[config.mk]
export PLATFORM = sky130hd
export DESIGN_NAME = ups_ctrl
export DESIGN_NICKNAME = d
export VERILOG_FILES = /design/src/verilog/ups_pkg.sv /design/src/verilog/ups_ctrl.sv
export VERILOG_INCLUDE_DIRS = /design/src /design/src/verilog
export SDC_FILE = /design/constraint.sdc
export NUM_CORES = 1
export LEC_CHECK = 0
export ABC_AREA = 1
export BUFFER_PORTS_ARGS = -buffer_cell sky130_fd_sc_hd__clkbuf_2
export CAP_MARGIN = 5
export CORE_MARGIN = 5
export CORE_UTILIZATION = 60
export DETAILED_ROUTE_END_ITERATION = 10
export PLACE_DENSITY = 0.93
export SYNTH_ARGS = -nofsm -noshare
export SYNTH_HDL_FRONTEND = slang
export SYNTH_SLANG_ARGS = --single-unit
[constraint.sdc]
create_clock -name clk -period 2.9 [get_ports clk]
set_input_delay 0.435 -clock clk [delete_from_list [all_inputs] [get_ports clk]]
set_output_delay 0.435 -clock clk [all_outputs]
set_load 0.01 [all_outputs]
[src/verilog/ups_params.svh]
// Constants for the dual USB port switch fault controller.
`ifndef UPS_PARAMS_SVH
`define UPS_PARAMS_SVH

// Timebase and protection timing.
`define UPS_CLK_HZ 25000000
`define UPS_HZ_PER_KHZ 1000
`define UPS_LIMIT_MS 12
`define UPS_RETRY_S 1
`define UPS_CNT_W 25

// Register byte addresses on the slave port.
`define UPS_ADDR_W 4
`define UPS_REG_CFG 4'h0
`define UPS_REG_STAT 4'h4

// Configuration field positions and reset value.
`define UPS_CFG_RATE_LSB 0
`define UPS_CFG_RATE_MSB 1
`define UPS_CFG_RETRY_BIT 2
`define UPS_CFG_ENLOW_BIT 3
`define UPS_CFG_RST 4'h0
`define UPS_CFG_W 4

// Status field positions.
`define UPS_STAT_ST0_LSB 0
`define UPS_STAT_ST1_LSB 3
`define UPS_STAT_FLT_LSB 6
`define UPS_STAT_UV_BIT 8
`define UPS_STAT_HOT_BIT 9

`endif

[src/verilog/ups_pkg.sv]
// Types shared by the port switch fault controller.
`include "ups_params.svh"

package ups_pkg;

  // Per-channel sequencer states.
  typedef enum logic [2:0] {
    UPS_OFF,
    UPS_START,
    UPS_ON,
    UPS_LIMIT,
    UPS_TRIP
  } ups_ch_st_t;

  // Per-channel state, including the flops that drive the pins.
  typedef struct packed {
    ups_ch_st_t st;
    logic [`UPS_CNT_W-1:0] tmr;
    logic fault;
    logic sw_on;
    logic lim;
    logic pd;
    logic rb;
    logic flt_n;
  } ups_ch_t;

  // Whole module state.
  typedef struct packed {
    ups_ch_t [1:0] ch;
    logic hot;
    logic [`UPS_CFG_W-1:0] cfg;
    logic wreq;
    logic [31:0] rdata;
  } ups_state_t;

endpackage

[src/verilog/ups_ctrl.sv]
// Fault and power sequencing logic for a dual USB port power switch.
//
// Function
// - Undervoltage keeps switch off, channels inactive.
// - Disabled switch blocks reverse output current.
// - Start-up passes constant limited current.
// - Fault flag blanked until transistor enhanced.
// - Overcurrent enters current limiting mode immediately.
// - Four rating options, trip level above.
// - Limit lasts about twelve milliseconds.
// - Limit timer starts at limiting, temperature-independent.
// - Still limiting at expiry: off, fault low.
// - Latch-off holds output, fault until disable.
// - Disable releases fault; host re-enables.
// - Auto-restart retries about once per second.
// - Persistent overcurrent keeps fault, retries; heat lengthens. Here the flag clears each time a retry reaches UPS_ON.
// - Lower thermal threshold blocks switch turn-on.
// - Upper threshold turns off; release when cooled.
// - Disabled channel engages output pull-down.
// - Power-on preset clears latch and fault.
// - Turn on only if enabled and supply good.
// - Selectable enable polarity; undriven means deasserted.
//
// The implementer's own choices: the Avalon-MM slave port and the register addresses.
`timescale 1ns/10ps
`include "ups_params.svh"

module ups_ctrl #(
  parameter int LIMIT_CYCLES = `UPS_LIMIT_MS * (`UPS_CLK_HZ / `UPS_HZ_PER_KHZ),
  parameter int RETRY_CYCLES = `UPS_RETRY_S * `UPS_CLK_HZ
) (
  // Clock and reset.
  input wire logic clk,
  input wire logic rst_n,
  // Avalon-MM register slave.
  input wire logic [`UPS_ADDR_W-1:0] avs_address,
  input wire logic avs_read,
  input wire logic avs_write,
  input wire logic [31:0] avs_writedata,
  input wire logic [3:0] avs_byteenable,
  output logic [31:0] avs_readdata,
  output logic avs_waitrequest,
  // Shared analog indications.
  input wire logic supply_below_uvlo,
  input wire logic temp_above_lower,
  input wire logic temp_above_upper,
  input wire logic temp_below_release,
  // Per-channel pins and analog indications.
  input wire logic [1:0] enable_pin,
  input wire logic [1:0] overcurrent_condition,
  input wire logic [1:0] fet_enhanced,
  // Per-channel switch controls.
  output logic [1:0] switch_on,
  output logic [1:0] current_limit_mode,
  output logic [1:0] output_pulldown,
  output logic [1:0] reverse_block,
  output logic [1:0] fault_n,
  // Selected continuous current rating code for the trip comparator.
  output logic [1:0] limit_current_level
);

  ////////////////////////////////////////////////////////////////////////////
  // Timing end counts.

  localparam logic [`UPS_CNT_W-1:0] LIM_END = `UPS_CNT_W'(LIMIT_CYCLES - 1);
  localparam logic [`UPS_CNT_W-1:0] RTY_END = `UPS_CNT_W'(RETRY_CYCLES - 1);
  localparam logic [`UPS_CNT_W-1:0] CNT_ONE = `UPS_CNT_W'(1);

  ups_pkg::ups_state_t s_q;
  ups_pkg::ups_state_t s_d;
  ups_pkg::ups_ch_t ch_nx [2];

  logic retry_mode;
  logic en_low;
  logic therm_block;
  logic [1:0] en;

  assign retry_mode = s_q.cfg[`UPS_CFG_RETRY_BIT];
  assign en_low = s_q.cfg[`UPS_CFG_ENLOW_BIT];
  // Turn-on is refused from the lower threshold, and while the shutdown holds.
  assign therm_block = temp_above_lower | s_q.hot;

  ////////////////////////////////////////////////////////////////////////////
  // Channel sequencers.

  // Each channel has its own timer, latch and flag; a shared counter would
  // let one shorted port hold the other off.
  genvar gi;
  generate
    for (gi = 0; gi < 2; gi++) begin : g_ch
      // A floating enable pin is pulled to its deasserted level outside.
      assign en[gi] = enable_pin[gi] ^ en_low;

      always_comb begin
        ch_nx[gi] = s_q.ch[gi];
        unique case (s_q.ch[gi].st)
          ups_pkg::UPS_OFF: begin
            ch_nx[gi].tmr = '0;
            if (en[gi] && !supply_below_uvlo && !therm_block) begin
              ch_nx[gi].st = ups_pkg::UPS_START;
            end
          end
          ups_pkg::UPS_START: begin
            // The flag is only raised from a timed trip, so start-up never sets it.
            if (fet_enhanced[gi]) begin
              ch_nx[gi].st = ups_pkg::UPS_ON;
            end
          end
          ups_pkg::UPS_ON: begin
            // A retry that reaches full enhancement clears the flag again.
            ch_nx[gi].fault = 1'b0;
            if (overcurrent_condition[gi]) begin
              ch_nx[gi].st = ups_pkg::UPS_LIMIT;
              ch_nx[gi].tmr = '0;
            end
          end
          ups_pkg::UPS_LIMIT: begin
            if (!overcurrent_condition[gi]) begin
              ch_nx[gi].st = ups_pkg::UPS_ON;
              ch_nx[gi].tmr = '0;
            end else if (s_q.ch[gi].tmr == LIM_END) begin
              ch_nx[gi].st = ups_pkg::UPS_TRIP;
              ch_nx[gi].fault = 1'b1;
              ch_nx[gi].tmr = '0;
            end else begin
              ch_nx[gi].tmr = s_q.ch[gi].tmr + CNT_ONE;
            end
          end
          ups_pkg::UPS_TRIP: begin
            if (!en[gi]) begin
              ch_nx[gi].st = ups_pkg::UPS_OFF;
              ch_nx[gi].fault = 1'b0;
            end else if (retry_mode) begin
              // Holding the count while hot stretches the retry period.
              if (s_q.ch[gi].tmr != RTY_END) begin
                ch_nx[gi].tmr = s_q.ch[gi].tmr + CNT_ONE;
              end else if (!therm_block) begin
                ch_nx[gi].st = ups_pkg::UPS_START;
                ch_nx[gi].tmr = '0;
              end
            end
          end
        endcase
        // Disable, shutdown and undervoltage take priority over the sequence.
        if (s_q.ch[gi].st != ups_pkg::UPS_TRIP && s_q.ch[gi].st != ups_pkg::UPS_OFF) begin
          if (!en[gi] || s_q.hot) begin
            ch_nx[gi].st = ups_pkg::UPS_OFF;
            ch_nx[gi].fault = 1'b0;
          end
        end
        if (supply_below_uvlo) begin
          ch_nx[gi].st = ups_pkg::UPS_OFF;
          ch_nx[gi].fault = 1'b0;
          ch_nx[gi].tmr = '0;
        end
        // Pin flops follow the next state so the pins change with the state.
        ch_nx[gi].sw_on = ch_nx[gi].st == ups_pkg::UPS_START ||
                          ch_nx[gi].st == ups_pkg::UPS_ON ||
                          ch_nx[gi].st == ups_pkg::UPS_LIMIT;
        ch_nx[gi].lim = ch_nx[gi].st == ups_pkg::UPS_START ||
                        ch_nx[gi].st == ups_pkg::UPS_LIMIT;
        ch_nx[gi].pd = !ch_nx[gi].sw_on;
        ch_nx[gi].rb = !ch_nx[gi].sw_on;
        ch_nx[gi].flt_n = !ch_nx[gi].fault;
      end

      assign switch_on[gi] = s_q.ch[gi].sw_on;
      assign current_limit_mode[gi] = s_q.ch[gi].lim;
      assign output_pulldown[gi] = s_q.ch[gi].pd;
      assign reverse_block[gi] = s_q.ch[gi].rb;
      assign fault_n[gi] = s_q.ch[gi].flt_n;
    end
  endgenerate

  ////////////////////////////////////////////////////////////////////////////
  // Shared state and register slave.

  always_comb begin
    s_d = s_q;
    s_d.ch[0] = ch_nx[0];
    s_d.ch[1] = ch_nx[1];
    // Shutdown sets at the upper threshold and holds until cooled.
    if (temp_above_upper) begin
      s_d.hot = 1'b1;
    end else if (temp_below_release) begin
      s_d.hot = 1'b0;
    end
    // One wait state: the answer comes in the cycle after the request.
    s_d.wreq = 1'b1;
    if ((avs_read || avs_write) && s_q.wreq) begin
      s_d.wreq = 1'b0;
      s_d.rdata = '0;
      if (avs_read && avs_address == `UPS_REG_CFG) begin
        s_d.rdata[`UPS_CFG_W-1:0] = s_q.cfg;
      end else if (avs_read && avs_address == `UPS_REG_STAT) begin
        s_d.rdata[`UPS_STAT_ST0_LSB +: $bits(ups_pkg::ups_ch_st_t)] = s_q.ch[0].st;
        s_d.rdata[`UPS_STAT_ST1_LSB +: $bits(ups_pkg::ups_ch_st_t)] = s_q.ch[1].st;
        s_d.rdata[`UPS_STAT_FLT_LSB] = s_q.ch[0].fault;
        s_d.rdata[`UPS_STAT_FLT_LSB + 1] = s_q.ch[1].fault;
        s_d.rdata[`UPS_STAT_UV_BIT] = supply_below_uvlo;
        s_d.rdata[`UPS_STAT_HOT_BIT] = s_q.hot;
      end
    end
    // The write lands at the edge where waitrequest is seen low.
    if (avs_write && !s_q.wreq && avs_address == `UPS_REG_CFG && avs_byteenable[0]) begin
      s_d.cfg = avs_writedata[`UPS_CFG_W-1:0];
    end
  end

  always_ff @(posedge clk) begin
    if (!rst_n) begin
      s_q.ch[0] <= '{st: ups_pkg::UPS_OFF, tmr: '0, fault: 1'b0, sw_on: 1'b0,
                     lim: 1'b0, pd: 1'b1, rb: 1'b1, flt_n: 1'b1};
      s_q.ch[1] <= '{st: ups_pkg::UPS_OFF, tmr: '0, fault: 1'b0, sw_on: 1'b0,
                     lim: 1'b0, pd: 1'b1, rb: 1'b1, flt_n: 1'b1};
      s_q.hot <= 1'b0;
      s_q.cfg <= `UPS_CFG_RST;
      s_q.wreq <= 1'b1;
      s_q.rdata <= '0;
    end else begin
      s_q <= s_d;
    end
  end

  assign avs_waitrequest = s_q.wreq;
  assign avs_readdata = s_q.rdata;
  // The analog trip comparator sits above the rating this code selects.
  assign limit_current_level = s_q.cfg[`UPS_CFG_RATE_MSB:`UPS_CFG_RATE_LSB];

  generate
    for (gi = 0; gi < 2; gi++) begin : g_chk

    end
  endgenerate
endmodule

==> qor.csv, run 1 <==
metric,value,unit
yosys_warnings,0,
num_rows,35,
drtPass1Iterations,6,
ys_types,48,
clk_latency,370,ps
worst_slew_pin_slew,742,ps
nets,964,
grt_max_degree,28,
hold_viol_final,0,
gr-total-overflow,0,
finalSetupViolCount,0,
wl_per_cell,13.3,um
core,0.00915,mm^2
synth_edf_count,0,
post-dp-hpwl,9.94,mm
rsz0062_at_grt,no,
p_per_area,437,mW/mm^2
drc_errors,0,
vias_per_cell,5.49,
grt_pass1_vias,5189,
cts_root_buf,clkbuf_8,
finalWirelength,13.6,mm
ir_drop,0.263,mV
area_growth,5.14,%
final_cell_mix,"nand2_1 (244), nor2_1 (126), inv_1 (106)",
crit_required,3210,ps
slew_violations,0,
status,"finished, final reports clean",
synth-seq-cells,82,
h-tree-depth,3,
finClkSkew,14.4,ps
yosysSeqAreaShare,0.295,
setup_slack,619,ps
die_area,0.0113,mm^2
cts_tree,yes,
dr_total_vias,5618,
clock-sinks,82,
postRouteAntennaNets,0,
numPortBuffers,45,
cts_setup_buffers,0,
ios,99,
syn_avg_cell_area,6.28,um^2
ys.flop_type,dfxtp_1,
async_reset_ff_frac,0,
tns,0,ps
worstPathMaxFanout,15,
die_w,106,um
crit_type,reg -> reg,
hold_path.class,in -> reg,
maxCapViolCount,0,
place_congestion,0.984,
die_y,106,um
cts_resized,0,
fin_crit_sh,0.786,
track_usage,0.241,
drtIter0Drc,587,
synthCells,887,
final_common_cell,nand2_1,
cp_data_arrival_time,2590,ps
start_util,0.609,
finalCriticalPeriod,2280,ps
slew_headroom,0.502,
antenna_found_initial,0,
clk_pin_slew,90,ps
dp_slack,708,ps
drive_gt1_frac,0.127,
grt_first_pass_wirelength,22.8,mm
post-route-util,0.640,
numCtsBuffers,9,
cp-start-kind,flip-flop,
cellLeakagePower,2.53,nW
syn-cell-area,0.00557,mm^2
diodes,0,
end_kind,flip-flop,
fmax,438,MHz
cts_hold_buf,0,
clockBufferDepth,2,
-- routing by layer --
metal | vias up | share of wire | GRT usage
met3 | 37 | 0.082 | 0.0540
met2 | 251 | 0.49 | 0.419
li1 | 2808 | - | -
met4 | 0 | 0.021 | 0.0833
met5 | - | 0 | 0
met1 | 2522 | 0.40 | 0.290
-- per-stage QoR --
| stage | instance area, um^2 | hold WS, ps | total power, mW | std cells |
|---|---|---|---|---|
| after floorplan | 5650 | 437 | 1.44 | 908 |
| after global placement | 5590 | 450 | 1.46 | 1008 |
| after detailed placement | 5590 | 459 | 1.46 | 1008 |
| after CTS | 5860 | 275 | 2.58 | 1024 |
| after global routing | 5860 | 308 | 2.65 | 1024 |
| final | 5860 | 295 | 2.56 | 1024 |
-- cells in the mapped netlist, types with 8 or more instances --
cell     number  share of area
inv_1       106          0.071
nand4_1      35          0.039
a21oi_1      29          0.026
o21ai_0      29          0.026
nand2_2      10          0.011
dfxtp_1      82           0.29
nor3_1       21          0.019
nor4_1        8         0.0090
nor2_4       17          0.034
nand3_1      63          0.057
buf_4        47          0.063
nand2_1     244           0.16
nor2_1      126          0.085
-- critical path, stage by stage (launching register included) --
cell	delay [ps]
dfxtp_1	380
ha_1	220
nand2_2	100
nor2_4	140
nand3_1	80
nor2_1	230
nand3_1	130
nand2_2	90
nand2_2	200
nand2_4	260
nand2_4	170
o21ai_0	120
nand2_1	70
inv_1	50
-- registers in the layout, indices dropped and copies added (netlist names) --
signal	flops
avs_readdata	10
avs_waitrequest	1
current_limit_mode	2
en_low	1
fault_n	2
limit_current_level	2
retry_mode	1
reverse_block	2
s_q	59
switch_on	2
-- where the power goes --
part           total, mW  switching (mW)  internal, mW
Sequential          1.16          0.0139          1.14
Clock               1.12           0.455         0.670
Combinational      0.282           0.203        0.0788
-- area by class of cell --
cell class	count	area, um^2
timing repair buffer	47	240
inverter	117	448
fill	806	3290
clock inverter	7	149
clock buffer	9	124
multi-input combinational	651	3120
sequential	82	1640
tap	111	139
-- worst paths after layout --
kind / startpoint / to / slack [ps] / depth (start not counted)
worst max-delay path: s_q[79] / s_q[88] / 620 / 13
worst min-delay path: temp_above_upper / s_q[37] / 290 / 3
worst max register to register: s_q[79] / s_q[88] / 620 / 13
worst min register to register: avs_readdata[9] / avs_readdata[9] / 480 / 2
-- cell families (layout without fill, tap and decap cells) --
family,Yosys count,count (layout),synth area share
and+or+nand+nor,543,543,0.453
other,1,22,0.000673
xor gates and xnor gates,6,6,0.00943
adders and majority gates,2,2,0.00449
buffers and inverters,175,180,0.160
DFF,82,82,0.294
AOI/OAI and AO/OA,78,78,0.0783
Power figures use the tool's default switching activity.
==> run 2, diff against run 1 <==
CORE_UTILIZATION = 57   (was 60)
PLACE_DENSITY = 0.89   (was 0.93)
clock period = 2.1 ns   (was 2.9 ns; I/O delays follow)
==> qor.csv, run 2 (synthesized netlist as in run 1, its figures left out) <==
metric,value,unit,change
final_cell_mix,"nand2_1 (243), nor2_1 (119), inv_1 (106)",,
crit_required,2410,ps,-800 ps
highest_layer,met4,,
diodes,0,,unchanged
route.met3.wl,1.09,mm,-1.9%
routed-wl-met2,7.22,mm,+7.3%
rsz0062_at_grt,yes,,
drive_gt1_frac,0.170,,+0.0426
drc_errors,0,,unchanged
hold_viol_final,0,,unchanged
cp-start-kind,flip-flop,,
start_util,0.578,,-0.0308
clock-sinks,82,,unchanged
fin_crit_sh,0.976,,+0.190
final_common_cell,nand2_1,,
die_w,109,um,+2.4%
cellLeakagePower,2.60,nW,+2.6%
cp_data_arrival_time,2360,ps,-230 ps
slew_violations,0,,unchanged
finalWirelength,14.7,mm,+7.8%
maxCapViolCount,0,,unchanged
track_usage,0.240,,-0.000758
numPortBuffers,45,,unchanged
worstPathMaxFanout,8,,-7
wl_met1,6.00,mm,+9.1%
ios,99,,unchanged
drtIter0Drc,466,,-21%
gr-total-overflow,0,,unchanged
core,0.00964,mm^2,+5.3%
finalSetupViolCount,0,,unchanged
h-tree-depth,3,,unchanged
setup_slack,49.5,ps,-570 ps
ir_drop,0.305,mV,+16%
dp_slack,109,ps,-600 ps
power,3.38,mW,+32%
place_area,0.00570,mm^2,+2.1%
post-route-util,0.637,,-0.00326
finalCriticalPeriod,2050,ps,-230 ps
place_congestion,0.983,,about the same
num_rows,36,,+2.9%
fmax,488,MHz,+11%
dr_total_vias,5806,,+3.3%
worst_slew_pin_slew,581,ps,-161 ps
grt_max_degree,28,,unchanged
final_area,0.00614,mm^2,+4.8%
clockBufferDepth,2,,unchanged
cts_tree,yes,,
wl_per_cell,13.7,um,+3.2%
drtPass1Iterations,8,,+2
crit_type,reg -> reg,,
postRouteAntennaNets,0,,unchanged
antenna_found_initial,0,,unchanged
nets,988,,+2.5%
die_area,0.0119,mm^2,+4.8%
largest_reg_flops,59,,unchanged
numCtsBuffers,9,,unchanged
status,"finished, final reports clean",,
hold_path.class,in -> reg,,
cts_root_buf,clkbuf_8,,
die_y,109,um,+2.4%
grt_pass1_vias,5244,,+1.1%
clk_pin_slew,90,ps,about the same
vias_per_cell,5.43,,-1.1%
post-dp-hpwl,10.3,mm,+4.0%
grt_first_pass_wirelength,23.4,mm,+2.5%
clk_latency,380,ps,about the same
regMostFlops,s_q,,
area_growth,10.2,%,
slew_headroom,0.611,,+0.109
end_kind,flip-flop,,
p_per_area,551,mW/mm^2,+26%
finClkSkew,20.5,ps,+6.04 ps
[run 2: cell types whose count changed in the layout (fill, tap and decap cells not counted), moves of 4 or more]
cell	change
dfxtp_1	-4
nor2_1	-7
clkinvlp_4	+4
buf_4	+19
nor2_2	+5
dfxtp_2	+4
[run 2: path summary, 6_finish.rpt]
kind	start	end	slack, ps	depth (start not counted)
worst min-delay path	temp_above_upper	s_q[37]	160	3
worst min register to register	avs_readdata[8]	avs_readdata[8]	470	2
worst max register to register	s_q[44]	s_q[52]	50	13
worst max-delay path	s_q[44]	s_q[52]	50	13
[run 2: where the power goes]
part | internal, mW | total, mW | switching [mW] | leakage (nW)
registers | 1.58 | 1.60 | 0.0202 | 0.664
logic | 0.147 | 0.459 | 0.312 | 1.84
clock network | 0.677 | 1.33 | 0.650 | 0.0996
[run 2: through the flow]
stage	hold slack, ps	setup TNS, ps	instances
final	162	0	1070
after global routing	182	-441	1070
after CTS	166	0	1056
after detailed placement	457	0	1040
after global placement	452	0	1040
after floorplan	436	0	908
[run 2: layer usage]
layer	track usage	up-vias
li1	-	2848
met1	0.298	2642
met3	0.0403	46
met5	0	-
met4	0.0812	0
met2	0.418	270
[run 2: final cells by class]
type	count	area [um^2]
clock inverters	7	101
repair inverters	2	17.5
flip-flops and latches	82	1650
inverters	117	458
repair buffers	68	410
fillers	872	3500
well taps	133	166
clock buffers	9	124
multi-input cells	652	3220
[run 2: what timing repair did]
action	CTS	global route
gates resized for setup	0	27
buffers inserted	0	11
endpoints found under the setup margin	0	47
hold buffers	0	0
[run 2: worst max-delay path, cell delays in order, from the launching register on]
cell and delay [ps]:
dfxtp_2 360, ha_2 190, nand2_2 80, nor2_4 160
nand2_1 100, nor2_4 150, nand2_2 90, nand2_2 80
nand2_4 70, nand2_8 120, nor2_4 50, nor2_8 270
inv_6 140, nor2_4 120
